File: src/logic/frame_codec_pkg.sv
// Purpose: Shared types and constants of the daisy chain frame codec
// Assumes: Bytes arrive whole; bit order on the wire is handled outside
// Notes: CRC is kept in reflected form so bytes feed in LSB first
`default_nettype none

package frame_codec_pkg;

  // Request codes carried in header bits 6 to 4 of a command frame
  typedef enum logic [2:0] {
    REQ_SINGLE_RD = 3'h0,
    REQ_SINGLE_WR = 3'h1,
    REQ_STACK_RD = 3'h2,
    REQ_STACK_WR = 3'h3,
    REQ_BCAST_RD = 3'h4,
    REQ_BCAST_WR = 3'h5,
    REQ_BCAST_WR_REV = 3'h6,
    REQ_RSVD = 3'h7
  } req_t;

  // Command header byte, bit 7 first
  typedef struct packed {
    logic is_cmd;
    req_t req;
    logic ignored;
    logic [2:0] size;
  } cmd_hdr_t;

  // Parser and responder states, Gray along the usual path
  typedef enum logic [3:0] {
    S_HDR = 4'h0,
    S_DEV = 4'h1,
    S_RA_HI = 4'h3,
    S_RA_LO = 4'h2,
    S_DATA = 4'h6,
    S_CRC_LO = 4'h7,
    S_CRC_HI = 4'h5,
    S_WR_SET = 4'h4,
    S_WR_STB = 4'hC,
    S_TX_LOAD = 4'hD,
    S_TX_FETCH = 4'hF,
    S_TX_SEND = 4'hE
  } state_t;

  localparam logic [15:0] CRC_INIT = 16'hFFFF;
  localparam logic [15:0] CRC_POLY_REFL = 16'hA001;
  localparam logic [15:0] CRC_GOOD = 16'h0000;
  localparam logic [1:0] DEV_PAD = 2'h0;
  localparam logic [7:0] INVALID_READ_VALUE = 8'h00;
  localparam logic [6:0] BUF_WORDS = 7'h08;
  localparam logic [7:0] TX_HDR_IDX = 8'h00;
  localparam logic [7:0] TX_DEV_IDX = 8'h01;
  localparam logic [7:0] TX_RA_HI_IDX = 8'h02;
  localparam logic [7:0] TX_RA_LO_IDX = 8'h03;
  localparam logic [7:0] TX_DATA_IDX = 8'h04;
  localparam logic [7:0] TX_CRC_BYTES = 8'h02;
  localparam int FIFO_DEPTH = 8;
  localparam int BYTE_W = 8;

  // One byte through the CRC, least significant bit first
  function automatic logic [15:0] crc_byte(input logic [15:0] crc, input logic [7:0] b);
    logic [15:0] c;
    c = crc ^ {8'h00, b};
    for (int i = 0; i < 8; i++) begin
      c = c[0] ? ((c >> 1) ^ CRC_POLY_REFL) : (c >> 1);
    end
    return c;
  endfunction : crc_byte

endpackage : frame_codec_pkg

`default_nettype wire

File: src/logic/daisy_chain_frame_codec.sv
// Purpose: Receive, check, relay and execute command frames; send responses
// Assumes: Register side answers reg_addr_ok and reg_rdata from reg_addr alone
// Notes: Whole frame is held until its CRC is known, then executed
//
// Behaviour
// - Header bit 7 one marks command, zero marks response.
// - Header bits 6..4 pick single, stack, broadcast read or write, reserved.
// - Reserved request does nothing and sets the receiving link's flag.
// - Header bit 3 of a command is ignored.
// - Command header bits 2..0 give data byte count minus one.
// - Response header bits 6..0 give data byte count minus one.
// - Of commands, only single read and write carry the device address byte.
// - Every response carries a device address byte after the header.
// - Single commands answered only when address matches current direction's address.
// - Every matching device answers, even duplicates.
// - Address byte bits 7..6 zero, bits 5..0 the device address.
// - Register address is two bytes, high byte first.
// - Writes to invalid register addresses are dropped.
// - Reads of invalid register addresses return zero.
// - Mixed blocks treat each address on its own.
// - Read command data byte is byte count minus one.
// - Writes store from start address; responses return from it.
// - CRC-16 with polynomial x16+x15+x2+1, init all ones, two trailing bytes.
// - CRC over whole frame with its CRC gives zero when good.
// - CRC checked first; failing frame dropped, never executed.
// - CRC failure flags only the CRC error.
// - Failing frames are still relayed along the chain.
// - Header goes first and sets how many bytes follow.
// - Fields: header, optional address, register address, data, CRC.
// - Bytes go LSB first; CRC follows that bit-stream order.
// - Stack commands acted on only when stack member flag set.
`timescale 1ns/1ps
`default_nettype none

// Byte FIFO in front of the parser; ready is registered
module byte_fifo #(
  parameter int WIDTH = frame_codec_pkg::BYTE_W,
  parameter int DEPTH = frame_codec_pkg::FIFO_DEPTH
) (
  input wire logic core_clk,
  input wire logic rst_n,
  input wire logic in_valid,
  input wire logic [WIDTH-1:0] in_data,
  output logic in_ready,
  output logic out_valid,
  output logic [WIDTH-1:0] out_data,
  input wire logic out_ready
);
  localparam int AW = $clog2(DEPTH);
  logic [WIDTH-1:0] mem [DEPTH];
  logic [AW-1:0] wr_ptr;
  logic [AW-1:0] rd_ptr;
  logic [AW:0] count;
  logic [AW:0] next_count;
  logic push;
  logic pop;

  // Pointers wrap naturally only for a power of two
  if (DEPTH < 2 || (DEPTH & (DEPTH - 1)) != 0) begin : g_bad_depth
    $error("byte_fifo depth must be a power of two of at least 2");
  end

  assign push = in_valid && in_ready;
  assign pop = out_valid && out_ready;
  assign out_valid = (count != '0);
  assign out_data = mem[rd_ptr];

  // Occupancy
  always_comb begin
    next_count = count;
    if (push && !pop) begin
      next_count = count + 1'b1;
    end else if (pop && !push) begin
      next_count = count - 1'b1;
    end
  end

  // Pointers, count and registered ready
  always_ff @(posedge core_clk or negedge rst_n) begin
    if (!rst_n) begin
      wr_ptr <= '0;
      rd_ptr <= '0;
      count <= '0;
      in_ready <= 1'b0;
    end else begin
      if (push) begin
        wr_ptr <= wr_ptr + 1'b1;
      end
      if (pop) begin
        rd_ptr <= rd_ptr + 1'b1;
      end
      count <= next_count;
      in_ready <= (next_count != (AW + 1)'(DEPTH));
    end
  end

  // Storage carries no reset
  always_ff @(posedge core_clk) begin
    if (push) begin
      mem[wr_ptr] <= in_data;
    end
  end
endmodule : byte_fifo

module daisy_chain_frame_codec #(
  parameter int FIFO_DEPTH = frame_codec_pkg::FIFO_DEPTH
) (
  input wire logic core_clk,
  input wire logic rst_n,
  input wire logic in_valid,
  input wire logic [7:0] in_data,
  output logic in_ready,
  input wire logic in_from_upper,
  input wire logic dir_sel,
  input wire logic [5:0] forward_direction_address,
  input wire logic [5:0] reverse_direction_address,
  input wire logic stack_member_flag,
  input wire logic flag_clear,
  output logic relay_valid,
  output logic [7:0] relay_data,
  output logic out_valid,
  output logic [7:0] out_data,
  input wire logic out_ready,
  output logic [15:0] reg_addr,
  output logic [7:0] reg_wdata,
  output logic reg_wr,
  output logic reg_rd,
  input wire logic [7:0] reg_rdata,
  input wire logic reg_addr_ok,
  output logic crc_error_flag,
  output logic [1:0] reserved_request_error_flag
);
  frame_codec_pkg::state_t state;
  frame_codec_pkg::cmd_hdr_t hdr;
  logic [7:0] dev_byte;
  logic [15:0] rx_ra;
  logic [7:0] data_buf [8];
  logic [6:0] cnt;
  logic [6:0] len;
  logic [15:0] rx_crc;
  logic [15:0] tx_crc;
  logic [7:0] tx_idx;
  logic [7:0] tx_last;
  logic [7:0] tx_sel;
  logic [2:0] wi;
  logic [6:0] rd_len;
  logic [5:0] my_addr;
  logic fifo_valid;
  logic [7:0] fifo_data;
  logic receiving;
  logic pop;
  logic crc_ok;
  logic selected;
  logic good_end;
  logic bad_end;
  logic rsvd_evt;

  // Single and unaddressed reads and writes
  function automatic logic is_write(input frame_codec_pkg::req_t r);
    return r == frame_codec_pkg::REQ_SINGLE_WR || r == frame_codec_pkg::REQ_STACK_WR ||
           r == frame_codec_pkg::REQ_BCAST_WR || r == frame_codec_pkg::REQ_BCAST_WR_REV;
  endfunction : is_write

  function automatic logic is_single(input frame_codec_pkg::req_t r);
    return r == frame_codec_pkg::REQ_SINGLE_RD || r == frame_codec_pkg::REQ_SINGLE_WR;
  endfunction : is_single

  byte_fifo #(.WIDTH(frame_codec_pkg::BYTE_W), .DEPTH(FIFO_DEPTH)) u_fifo (
    .core_clk(core_clk),
    .rst_n(rst_n),
    .in_valid(in_valid),
    .in_data(in_data),
    .in_ready(in_ready),
    .out_valid(fifo_valid),
    .out_data(fifo_data),
    .out_ready(receiving)
  );

  // Bytes are taken only while parsing, so a long reply stalls the link
  assign receiving = (state == frame_codec_pkg::S_HDR) || (state == frame_codec_pkg::S_DEV) ||
                     (state == frame_codec_pkg::S_RA_HI) || (state == frame_codec_pkg::S_RA_LO) ||
                     (state == frame_codec_pkg::S_DATA) || (state == frame_codec_pkg::S_CRC_LO) ||
                     (state == frame_codec_pkg::S_CRC_HI);
  assign pop = receiving && fifo_valid;
  assign my_addr = dir_sel ? reverse_direction_address : forward_direction_address;
  assign crc_ok = (frame_codec_pkg::crc_byte(rx_crc, fifo_data) == frame_codec_pkg::CRC_GOOD);
  assign good_end = pop && (state == frame_codec_pkg::S_CRC_HI) && crc_ok;
  assign bad_end = pop && (state == frame_codec_pkg::S_CRC_HI) && !crc_ok;
  assign rsvd_evt = good_end && hdr.is_cmd && (hdr.req == frame_codec_pkg::REQ_RSVD);
  assign rd_len = data_buf[0][6:0];
  assign tx_last = frame_codec_pkg::TX_DATA_IDX + {1'b0, rd_len} + frame_codec_pkg::TX_CRC_BYTES;

  // Who acts: every matching device answers, duplicates collide on the wire
  always_comb begin
    selected = 1'b0;
    if (is_single(hdr.req)) begin
      selected = (dev_byte == {frame_codec_pkg::DEV_PAD, my_addr});
    end else if (hdr.req == frame_codec_pkg::REQ_STACK_RD || hdr.req == frame_codec_pkg::REQ_STACK_WR) begin
      selected = stack_member_flag;
    end else if (hdr.req != frame_codec_pkg::REQ_RSVD) begin
      selected = 1'b1;
    end
  end

  // Non-data bytes of the response frame
  always_comb begin
    tx_sel = tx_crc[15:8];
    if (tx_idx == frame_codec_pkg::TX_HDR_IDX) begin
      tx_sel = {1'b0, rd_len};
    end else if (tx_idx == frame_codec_pkg::TX_DEV_IDX) begin
      tx_sel = {frame_codec_pkg::DEV_PAD, my_addr};
    end else if (tx_idx == frame_codec_pkg::TX_RA_HI_IDX) begin
      tx_sel = rx_ra[15:8];
    end else if (tx_idx == frame_codec_pkg::TX_RA_LO_IDX) begin
      tx_sel = rx_ra[7:0];
    end else if (tx_idx != tx_last) begin
      tx_sel = tx_crc[7:0];
    end
  end

  // Parser, executor and responder
  always_ff @(posedge core_clk or negedge rst_n) begin
    if (!rst_n) begin
      state <= frame_codec_pkg::S_HDR;
      hdr <= '0;
      dev_byte <= 8'h00;
      rx_ra <= 16'h0000;
      cnt <= 7'h00;
      len <= 7'h00;
      rx_crc <= frame_codec_pkg::CRC_INIT;
      tx_crc <= frame_codec_pkg::CRC_INIT;
      tx_idx <= 8'h00;
      wi <= 3'h0;
      reg_addr <= 16'h0000;
      reg_wdata <= 8'h00;
      reg_wr <= 1'b0;
      reg_rd <= 1'b0;
      out_valid <= 1'b0;
      out_data <= 8'h00;
    end else begin
      reg_wr <= 1'b0;
      reg_rd <= 1'b0;
      if (pop) begin
        rx_crc <= frame_codec_pkg::crc_byte(rx_crc, fifo_data);
      end
      case (state)
        frame_codec_pkg::S_HDR: begin
          if (pop) begin
            hdr <= frame_codec_pkg::cmd_hdr_t'(fifo_data);
            rx_crc <= frame_codec_pkg::crc_byte(frame_codec_pkg::CRC_INIT, fifo_data);
            cnt <= 7'h00;
            dev_byte <= 8'h00;
            len <= fifo_data[7] ? {4'h0, fifo_data[2:0]} : fifo_data[6:0];
            if (!fifo_data[7] || is_single(frame_codec_pkg::req_t'(fifo_data[6:4]))) begin
              state <= frame_codec_pkg::S_DEV;
            end else begin
              state <= frame_codec_pkg::S_RA_HI;
            end
          end
        end
        frame_codec_pkg::S_DEV: begin
          if (pop) begin
            dev_byte <= fifo_data;
            state <= frame_codec_pkg::S_RA_HI;
          end
        end
        frame_codec_pkg::S_RA_HI: begin
          if (pop) begin
            rx_ra[15:8] <= fifo_data;
            state <= frame_codec_pkg::S_RA_LO;
          end
        end
        frame_codec_pkg::S_RA_LO: begin
          if (pop) begin
            rx_ra[7:0] <= fifo_data;
            state <= frame_codec_pkg::S_DATA;
          end
        end
        frame_codec_pkg::S_DATA: begin
          if (pop) begin
            cnt <= cnt + 7'h01;
            if (cnt == len) begin
              state <= frame_codec_pkg::S_CRC_LO;
            end
          end
        end
        frame_codec_pkg::S_CRC_LO: begin
          if (pop) begin
            state <= frame_codec_pkg::S_CRC_HI;
          end
        end
        frame_codec_pkg::S_CRC_HI: begin
          if (pop) begin
            state <= frame_codec_pkg::S_HDR;
            if (!crc_ok || !hdr.is_cmd || !selected) begin
              state <= frame_codec_pkg::S_HDR;
            end else if (is_write(hdr.req)) begin
              wi <= 3'h0;
              state <= frame_codec_pkg::S_WR_SET;
            end else begin
              tx_idx <= frame_codec_pkg::TX_HDR_IDX;
              tx_crc <= frame_codec_pkg::CRC_INIT;
              state <= frame_codec_pkg::S_TX_LOAD;
            end
          end
        end
        frame_codec_pkg::S_WR_SET: begin
          reg_addr <= rx_ra + {13'h0000, wi};
          reg_wdata <= data_buf[wi];
          state <= frame_codec_pkg::S_WR_STB;
        end
        frame_codec_pkg::S_WR_STB: begin
          reg_wr <= reg_addr_ok;
          wi <= wi + 3'h1;
          state <= (wi == hdr.size) ? frame_codec_pkg::S_HDR : frame_codec_pkg::S_WR_SET;
        end
        frame_codec_pkg::S_TX_LOAD: begin
          if (tx_idx >= frame_codec_pkg::TX_DATA_IDX &&
              tx_idx <= frame_codec_pkg::TX_DATA_IDX + {1'b0, rd_len}) begin
            reg_addr <= rx_ra + {8'h00, tx_idx - frame_codec_pkg::TX_DATA_IDX};
            reg_rd <= 1'b1;
            state <= frame_codec_pkg::S_TX_FETCH;
          end else begin
            out_data <= tx_sel;
            out_valid <= 1'b1;
            state <= frame_codec_pkg::S_TX_SEND;
          end
        end
        frame_codec_pkg::S_TX_FETCH: begin
          out_data <= reg_addr_ok ? reg_rdata : frame_codec_pkg::INVALID_READ_VALUE;
          out_valid <= 1'b1;
          state <= frame_codec_pkg::S_TX_SEND;
        end
        frame_codec_pkg::S_TX_SEND: begin
          if (out_ready) begin
            out_valid <= 1'b0;
            // The two CRC bytes must not feed the sum they carry
            if (tx_idx <= frame_codec_pkg::TX_DATA_IDX + {1'b0, rd_len}) begin
              tx_crc <= frame_codec_pkg::crc_byte(tx_crc, out_data);
            end
            tx_idx <= tx_idx + 8'h01;
            state <= (tx_idx == tx_last) ? frame_codec_pkg::S_HDR : frame_codec_pkg::S_TX_LOAD;
          end
        end
        default: begin
          state <= frame_codec_pkg::S_HDR;
        end
      endcase
    end
  end

  // Data bytes beyond eight belong to relayed responses and are not kept
  always_ff @(posedge core_clk) begin
    if (pop && state == frame_codec_pkg::S_DATA && cnt < frame_codec_pkg::BUF_WORDS) begin
      data_buf[cnt[2:0]] <= fifo_data;
    end
  end

  // Every byte goes on down the chain whether or not the CRC holds
  always_ff @(posedge core_clk or negedge rst_n) begin
    if (!rst_n) begin
      relay_valid <= 1'b0;
      relay_data <= 8'h00;
    end else begin
      relay_valid <= pop;
      if (pop) begin
        relay_data <= fifo_data;
      end
    end
  end

  // Sticky error flags; a new event beats a simultaneous clear
  always_ff @(posedge core_clk or negedge rst_n) begin
    if (!rst_n) begin
      crc_error_flag <= 1'b0;
      reserved_request_error_flag <= 2'h0;
    end else begin
      if (bad_end) begin
        crc_error_flag <= 1'b1;
      end else if (flag_clear) begin
        crc_error_flag <= 1'b0;
      end
      for (int i = 0; i < 2; i++) begin
        if (rsvd_evt && (in_from_upper == i[0])) begin
          reserved_request_error_flag[i] <= 1'b1;
        end else if (flag_clear) begin
          reserved_request_error_flag[i] <= 1'b0;
        end
      end
    end
  end
endmodule : daisy_chain_frame_codec

`default_nettype wire

File: config.mk
export PLATFORM = sky130hd
export DESIGN_NAME = daisy_chain_frame_codec
export DESIGN_NICKNAME = d
export VERILOG_FILES = /design/src/logic/frame_codec_pkg.sv /design/src/logic/daisy_chain_frame_codec.sv
export SDC_FILE = /design/constraint.sdc
export NUM_CORES = 1
export LEC_CHECK = 0
export ABC_AREA = 1
export BUFFER_PORTS_ARGS = -buffer_cell sky130_fd_sc_hd__buf_2
export CAP_MARGIN = 20
export CORE_MARGIN = 2
export CORE_UTILIZATION = 55
export CTS_CLUSTER_SIZE = 40
export DETAILED_ROUTE_END_ITERATION = 7
export PLACE_DENSITY = 0.8
export SYNTH_ARGS = -nofsm -noshare
export SYNTH_HDL_FRONTEND = slang
export SYNTH_HIERARCHICAL = 1
export SYNTH_SLANG_ARGS = --single-unit
File: constraint.sdc
create_clock -name core_clk -period 4.5 [get_ports core_clk]
set_input_delay 0.45 -clock core_clk [delete_from_list [all_inputs] [get_ports core_clk]]
set_output_delay 0.45 -clock core_clk [all_outputs]
set_load 0.01 [all_outputs]
==> results of run 1 <==
-- cells in the mapped netlist, drive strengths merged --
cell type    n
nand3b       1
o31ai        6
a21boi       2
o21a         1
buf         17
o22ai       13
clkinv       1
a22oi        2
a22o         1
mux2i        9
nor3        11
a211oi       2
xor2        40
o221ai      11
nor2       155
o22a         1
or2          7
fa           1
dfstp       32
xnor2       43
a21oi       76
nor4         6
dfrtp      115
a31oi       12
nand2      335
a2bb2oi      4
edfxtp     128
o211ai      18
clkbuf      27
inv        132
o41ai        1
nand4       19
ha          36
nand3       56
o21ai      170
-- sequential cells by signal (all words and copies together), names as in the netlist, 2 cells and up, named ones only --
name                         cells
hdr                              6
cnt                              7
data_buf                        64
u_fifo/count                     4
u_fifo/wr_ptr                    3
dev_byte                         8
tx_crc                          16
rx_crc                          15
tx_idx                           8
relay_data                       8
u_fifo/mem                      64
len                              5
state                            4
rx_ra                           16
out_data                         8
reg_addr                        16
reserved_request_error_flag      2
u_fifo/rd_ptr                    3
reg_wdata                        8
wi                               3
-- where the power goes --
group	internal, mW	total [mW]	leakage (nW)	switching [mW]
Clock	1.42	2.45	0.492	1.03
Sequential	3.64	4.24	2.94	0.601
Combinational	2.45	6.72	3.47	4.27
-- path summary, 6_finish.rpt --
check | endpoint | depth (start not counted)
min in group asynchronous | reg_addr[7]$_DFFE_PN0P_ | 2
hold reg to reg | relay_data[1]$_DFFE_PN0P_ | 2
max in group asynchronous | u_fifo/rd_ptr[1]$_DFFE_PN0P_ | 3
hold / removal | reserved_request_error_flag[0]$_DFFE_PN0P_ | 2
setup reg to reg | tx_crc[8]$_DFFE_PN1P_ | 22
setup / recovery | tx_crc[8]$_DFFE_PN1P_ | 22
-- routing by layer --
metal  vias up  global-route usage, %  part of all wire (%)
met5         -                      0                     0
met4         0                   11.5                   4.7
met1      5265                   33.1                    40
met2       399                   46.6                    50
met3       111                   3.44                   5.2
li1       5283                      -                     -
-- cell families after synthesis --
| family | Yosys count |
|---|---|
| xor gates and xnor gates | 83 |
| adders and majority gates | 37 |
| muxes | 9 |
| AOI/OAI and AO/OA | 320 |
| and+or+nand+nor | 590 |
| DFF | 275 |
| buffers and inverters | 177 |
-- cells in the final DEF, fill, tap and decap left out, types with 3 or more instances in the layout --
cell,instances
nand2_1,325
o21ai_0,157
nor2_1,151
inv_1,129
edfxtp_1,128
dfrtp_1,114
buf_2,84
a21oi_1,76
nand3_1,50
xnor2_1,41
xor2_1,40
ha_1,36
dfstp_2,32
clkbuf_16,30
buf_4,27
nand4_1,19
o211ai_1,18
o22ai_1,13
o221ai_1,11
nor3_1,10
a31oi_1,10
o21ai_1,9
mux2i_1,9
or2_2,7
clkinv_2,7
nor4_1,6
nand3_2,6
o31ai_1,6
nand2_2,6
a2bb2oi_1,4
o21ai_2,4
clkbuf_1,4
clkbuf_8,4
nor2_2,3
nand2_4,3
clkinvlp_4,3
-- layout make-up --
type | count | area share [%]
clock buffer | 38 | 5.20
clock inverter | 18 | 1.23
inverter | 133 | 3.18
multi-input combinational | 1040 | 35.6
sequential | 275 | 47.9
tap | 330 | 2.62
timing repair buffer | 115 | 4.23
-- repair_timing --
item,CTS,global route
resized for setup,0,6
hold buffers,1,0
hold endpoints to repair,65,0
endpoints found under the setup margin,0,21
setup buffers,0,3
==> results.md, run 1 <==
- Kind of cell adding the most delay to the critical path: simple AND/OR/NAND/NOR gates
- R2r setup slk: 0.22 ns
- Fin Hold WS: 0.0896 ns
- Syn_area_per_cell: 9.29 sq um
- Main combinational cell family by area after synthesis: simple AND/OR/NAND/NOR gates
- CTS buffer count: 30
- Initial antenna violation count: 0
- Post-synthesis adder-cell area fraction: 3.40%
- Pwr/cell area: 850 nW/um^2
- Simple-gate share of the synthesized area: 18.0%
- Share of layout cells above drive strength 1: 14.7%
- Placed cell count: 1886
- Clock sink count: 275
- Post-synthesis mux area share: 0.650%
- Endpoints failing setup: 0
- Area of the mapped netlist: 13900 sq um
- Max Cap Violations: 0
- Syn Inst Count: 1491
- Clk slew on worst S/H paths: 0.06 ns
- Synth warnings: 6
- Pre-CTS setup slack: 0.141 ns
- Top cell type's share of synthesized area: 27.7%
- Crit share post-route: 95.1%
- Boundary Pins: 85
- Starting Density: 55.5%
- Fin util: 63.2%
- Crit path launch type: flop
- Dominant cell type by area after synthesis: edfxtp_1
- Pwr Total: 13.4 mW
- Chip width: 163 um
- Final instance area: 15800 sq um
- Core ar.: 25000 sq um
- Layout fillers: 2018
- Crit path buffers/inverters: 2
- Rel. slew slack: 31.3%
- WP data required: 4.99 ns
- Setup crit start: u_fifo/rd_ptr[0]$_DFFE_PN0P_
- Syn Nets: 1565
- Post-Synth XOR/XNOR Area: 5.35%
- Initial DRC Count: 985
- Pin count of the biggest net entering global routing: 75
- Layout Cells excl Fill: 1949
- Crit-path max FO: 33
- Peak supply drop: 0.907 mV
- Antenna-violating nets left: 0
- Pre-antenna DRT Iters: 5
- Total GRT Usage: 26.6%
- H-tree depth: 1
- Final WL: 35000 um
- Hold wc startpoint: in_from_upper
- Fin crit period: 4.28 ns
- Area contributors post-synth: edfxtp_1 (28%), dfrtp_1 (21%), nand2_1 (8.8%)
- CP peak stage delay: 0.43 ns
- Storage element area: 7560 sq um
- Clock Latency Late Sink: 0.57 ns
- Leakage power: 6.90 nW
- Final worst-path setup slack: 0.220 ns
- Global-route wire length before repair: 55900 um
- Post-synthesis compound-gate area fraction: 12.9%
- Die Y: 163 um
- Root buf cell: clkbuf_16
- WS Path Type: flop to flop
- Final HPWL from detailed placement: 24900 um
- Min-Delay Path Class: primary input to flop
- Critical Path, Cell by Cell: buf_8, o21ai_0, o21ai_0, a21oi_1, a31oi_1, xor2_1, xnor2_1, xor2_1, xnor2_1, inv_1, ha_1, xnor2_1, nand4_1, nor2_1, nand3_1, nor2_2, nand3_2, nand3_2, nand2_4, nor2_4, nand2_1, o21ai_2
- Gr ovfl total: 0
- Routed via count: 11058
- Hold Vio Cnt, Final: 0
- Worst Path Arrival: 4.77 ns
- Global placement routability congestion: 0.938
- Via density per instance: 5.67
- # diodes: 0
- Die Area: 26500 sq um
- Nets@finish: 1669
- Routed wire per std cell: 17.9 um
- Vias in the first global route: 10946
- FF+latch count, synth: 275
- Most common cell on crit path: xnor2_1
- CP max stage cell: dfrtp_1
- # rows: 58
- IO buf count: 84
- Setup_tns: 0 ns
- Fin Clk Skew: 0.0152 ns
- Actual slew at the worst max-slew pin: 1.03 ns
- Yosys cell types: 49
- Area of the multi-input gates: 5610 sq um
- CTS Buffer Depth: 3
- Seq/Total Area, Yosys: 54.6%
- Slew Viols, Final: 0
- Layout overhead on the synthesized area: 13.8%
- Max Fclk: 234 MHz
- DRC: 0
- Crit. End Element: flop
- Placed Area: 14700 sq um
- Outcome: finished clean
- CTS tree: built
- Reg2reg start: u_fifo/rd_ptr[0]$_DFFE_PN0P_
(Power assumes the default switching activity.)
==> run 2, diff against run 1 <==
- CORE_MARGIN: 2 -> default
- SKIP_CTS_REPAIR_TIMING: default -> 1
==> results.md, run 2 (synthesis gave the netlist of run 1 again) <==
- Final HPWL from detailed placement: 23900 um (-4.1%)
- Routed wire per std cell: 17.5 um (-2.6%)
- H-tree depth: 1 (unchanged)
- Starting Density: 56.5% (+0.97 points)
- Fin util: 64.4% (+1.2 points)
- Clock sink count: 275 (unchanged)
- Chip width: 161 um (-1.2%)
- Nets@finish: 1669 (unchanged)
- Critical Path, Cell by Cell: buf_8, o21ai_0, o21ai_0, a21oi_1, a31oi_2, xnor2_1, xnor2_2, xor2_1, xnor2_1, inv_1, ha_1, xnor2_1, nand4_1, nor2_1, nand3_1, nor2_2, nand3_2, nand3_2, nand2_4, nor2_4, nand2_1, o21ai_1
- Slew Viols, Final: 0 (unchanged)
- CTS Buffer Depth: 3 (unchanged)
- Vias in the first global route: 10384 (-5.1%)
- Reg2reg path depth: 22 (unchanged)
- Setup crit end: tx_crc[0]$_DFFE_PN1P_
- Most common cell after layout, fill and taps aside: nand2_1
- R2r setup slk: 0.30 ns (+0.08 ns)
- Share of layout cells above drive strength 1: 14.7% (+0.018 points)
- Crit path buffers/inverters: 2 (unchanged)
- Crit share post-route: 93.4% (-1.7 points)
- Total GRT Usage: 26.3% (-0.28 points)
- Root buf cell: clkbuf_16
- Final instance area: 15800 sq um (+0.21%)
- Pin count of the biggest net entering global routing: 69 (-8.0%)
- Core ar.: 24500 sq um (-1.7%)
- Die Area: 25800 sq um (-2.4%)
- CTS tree: built
- Max Cap Violations: 0 (unchanged)
- Global placement routability congestion: 0.930 (-0.77%)
- CP max stage cell: dfrtp_2
- Max Fclk: 238 MHz (+1.9%)
- Commonest non-fill, non-tap cells in the layout: nand2_1 (325), o21ai_0 (156), nor2_1 (151), inv_1 (129), edfxtp_1 (128)
- Final worst-path setup slack: 0.299 ns (+0.0784 ns)
- Clk slew on worst S/H paths: 0.06 ns (about the same)
- # rows: 57 (-1.7%)
- Crit path launch type: flop
- WP data required: 4.97 ns (-0.02 ns)
- Reg2reg end: tx_crc[0]$_DFFE_PN1P_
- Pwr/cell area: 844 nW/um^2 (-0.68%)
- Actual slew at the worst max-slew pin: 0.994 ns (-0.0333 ns)
- Pwr Total: 13.3 mW (-0.48%)
- Gr ovfl total: 0 (unchanged)
- Clock Latency Late Sink: 0.56 ns (about the same)
- DRC: 0 (unchanged)
- Pre-antenna DRT Iters: 5 (unchanged)
- Crit-path max FO: 33 (unchanged)
- Layout overhead on the synthesized area: 14.1%
- Reg2reg start: u_fifo/rd_ptr[0]$_DFFE_PN0P_
- Hold Vio Cnt, Final: 0 (unchanged)
- Setup_tns: 0 ns (unchanged)
- Final WL: 33900 um (-3.0%)
- Kind of cell adding the most delay to the critical path: simple AND/OR/NAND/NOR gates
- Outcome: finished clean
- Global-route wire length before repair: 53900 um (-3.5%)
- Routed via count: 11008 (-0.45%)
- Min-Delay Path Class: primary input to flop
- IO buf count: 84 (unchanged)
- # diodes: 0 (unchanged)
- Layout Cells excl Fill: 1941 (-0.41%)
- WS Path Type: flop to flop
- Setup crit start: u_fifo/rd_ptr[0]$_DFFE_PN0P_
- Initial DRC Count: 1126 (+14%)
- Via density per instance: 5.67 (about the same)
- Peak supply drop: 0.779 mV (-14%)
- Pre-CTS setup slack: -0.0785 ns (-0.220 ns)
- Fin crit period: 4.20 ns (-0.0784 ns)
- Initial antenna violation count: 0 (unchanged)
- Most common cell on crit path: xnor2_1
- Fin Hold WS: 0.0888 ns (-0.000788 ns)
- Worst path depth: 22 (unchanged)
- Antenna-violating nets left: 0 (unchanged)
- Crit. End Element: flop
- Die Y: 161 um (-1.2%)
- Worst Path Arrival: 4.67 ns (-0.10 ns)
- Boundary Pins: 85 (unchanged)
- CP peak stage delay: 0.45 ns (+0.02 ns)
- Placed cell count: 1877 (-0.48%)
- Fin Clk Skew: 0.0208 ns (+0.00557 ns)
- Placed Area: 14600 sq um (-0.21%)
- Leakage power: 6.90 nW (about the same)
- Rel. slew slack: 33.5% (+2.2 points)
- CTS buffer count: 29 (-3.3%)
- Endpoints failing setup: 0 (unchanged)
==> run 2: cell count changes in the layout (fill, tap and decap cells not counted), moves of 2 or more <==
cell / change
buf_4: +3
bufinv_16: +4
clkbuf_1: -2
clkbuf_8: -4
clkinv_1: +6
clkinv_2: -5
xnor2_1: -2
xnor2_2: +2
xor2_1: -2
xor2_2: +2
==> run 2: worst min path at each step <==
stage / start / endpoint / slack [ns] / cells past startpoint
after floorplan: rst_n / cnt[0]$_DFFE_PN0P_ / 0.15 / 0
after global placement: reg_addr[1]$_DFFE_PN0P_ / reg_addr[1]$_DFFE_PN0P_ / 0.46 / 2
after detailed placement: relay_data[4]$_DFFE_PN0P_ / relay_data[4]$_DFFE_PN0P_ / 0.47 / 2
after CTS: rst_n / rx_ra[12]$_DFFE_PN0P_ / -0.09 / 1
after global routing: in_from_upper / reserved_request_error_flag[0]$_DFFE_PN0P_ / 0.09 / 2
final: in_from_upper / reserved_request_error_flag[0]$_DFFE_PN0P_ / 0.09 / 2
==> run 2: layout make-up <==
class / count / area (sq um)
fill: 1968 / 8730
sequential: 275 / 7560
multi-input combinational: 1040 / 5650
clock buffer: 31 / 733
timing repair buffer: 116 / 677
inverter: 133 / 504
tap: 324 / 405
clock inverter: 22 / 272
==> run 2: power breakdown <==
group          switching, mW  internal [mW]  leakage [nW]
Clock                  0.996           1.52         0.481
Combinational           4.13           2.47          3.49
Sequential             0.589           3.64          2.94
Total                   5.72           7.62          6.90
==> run 2: metal layers <==
metal  track usage [%]  share of wire [%]
met5                 0                  0
met4              12.4                4.2
met3              3.80                6.5
met2              42.9                 47
met1              34.8                 42
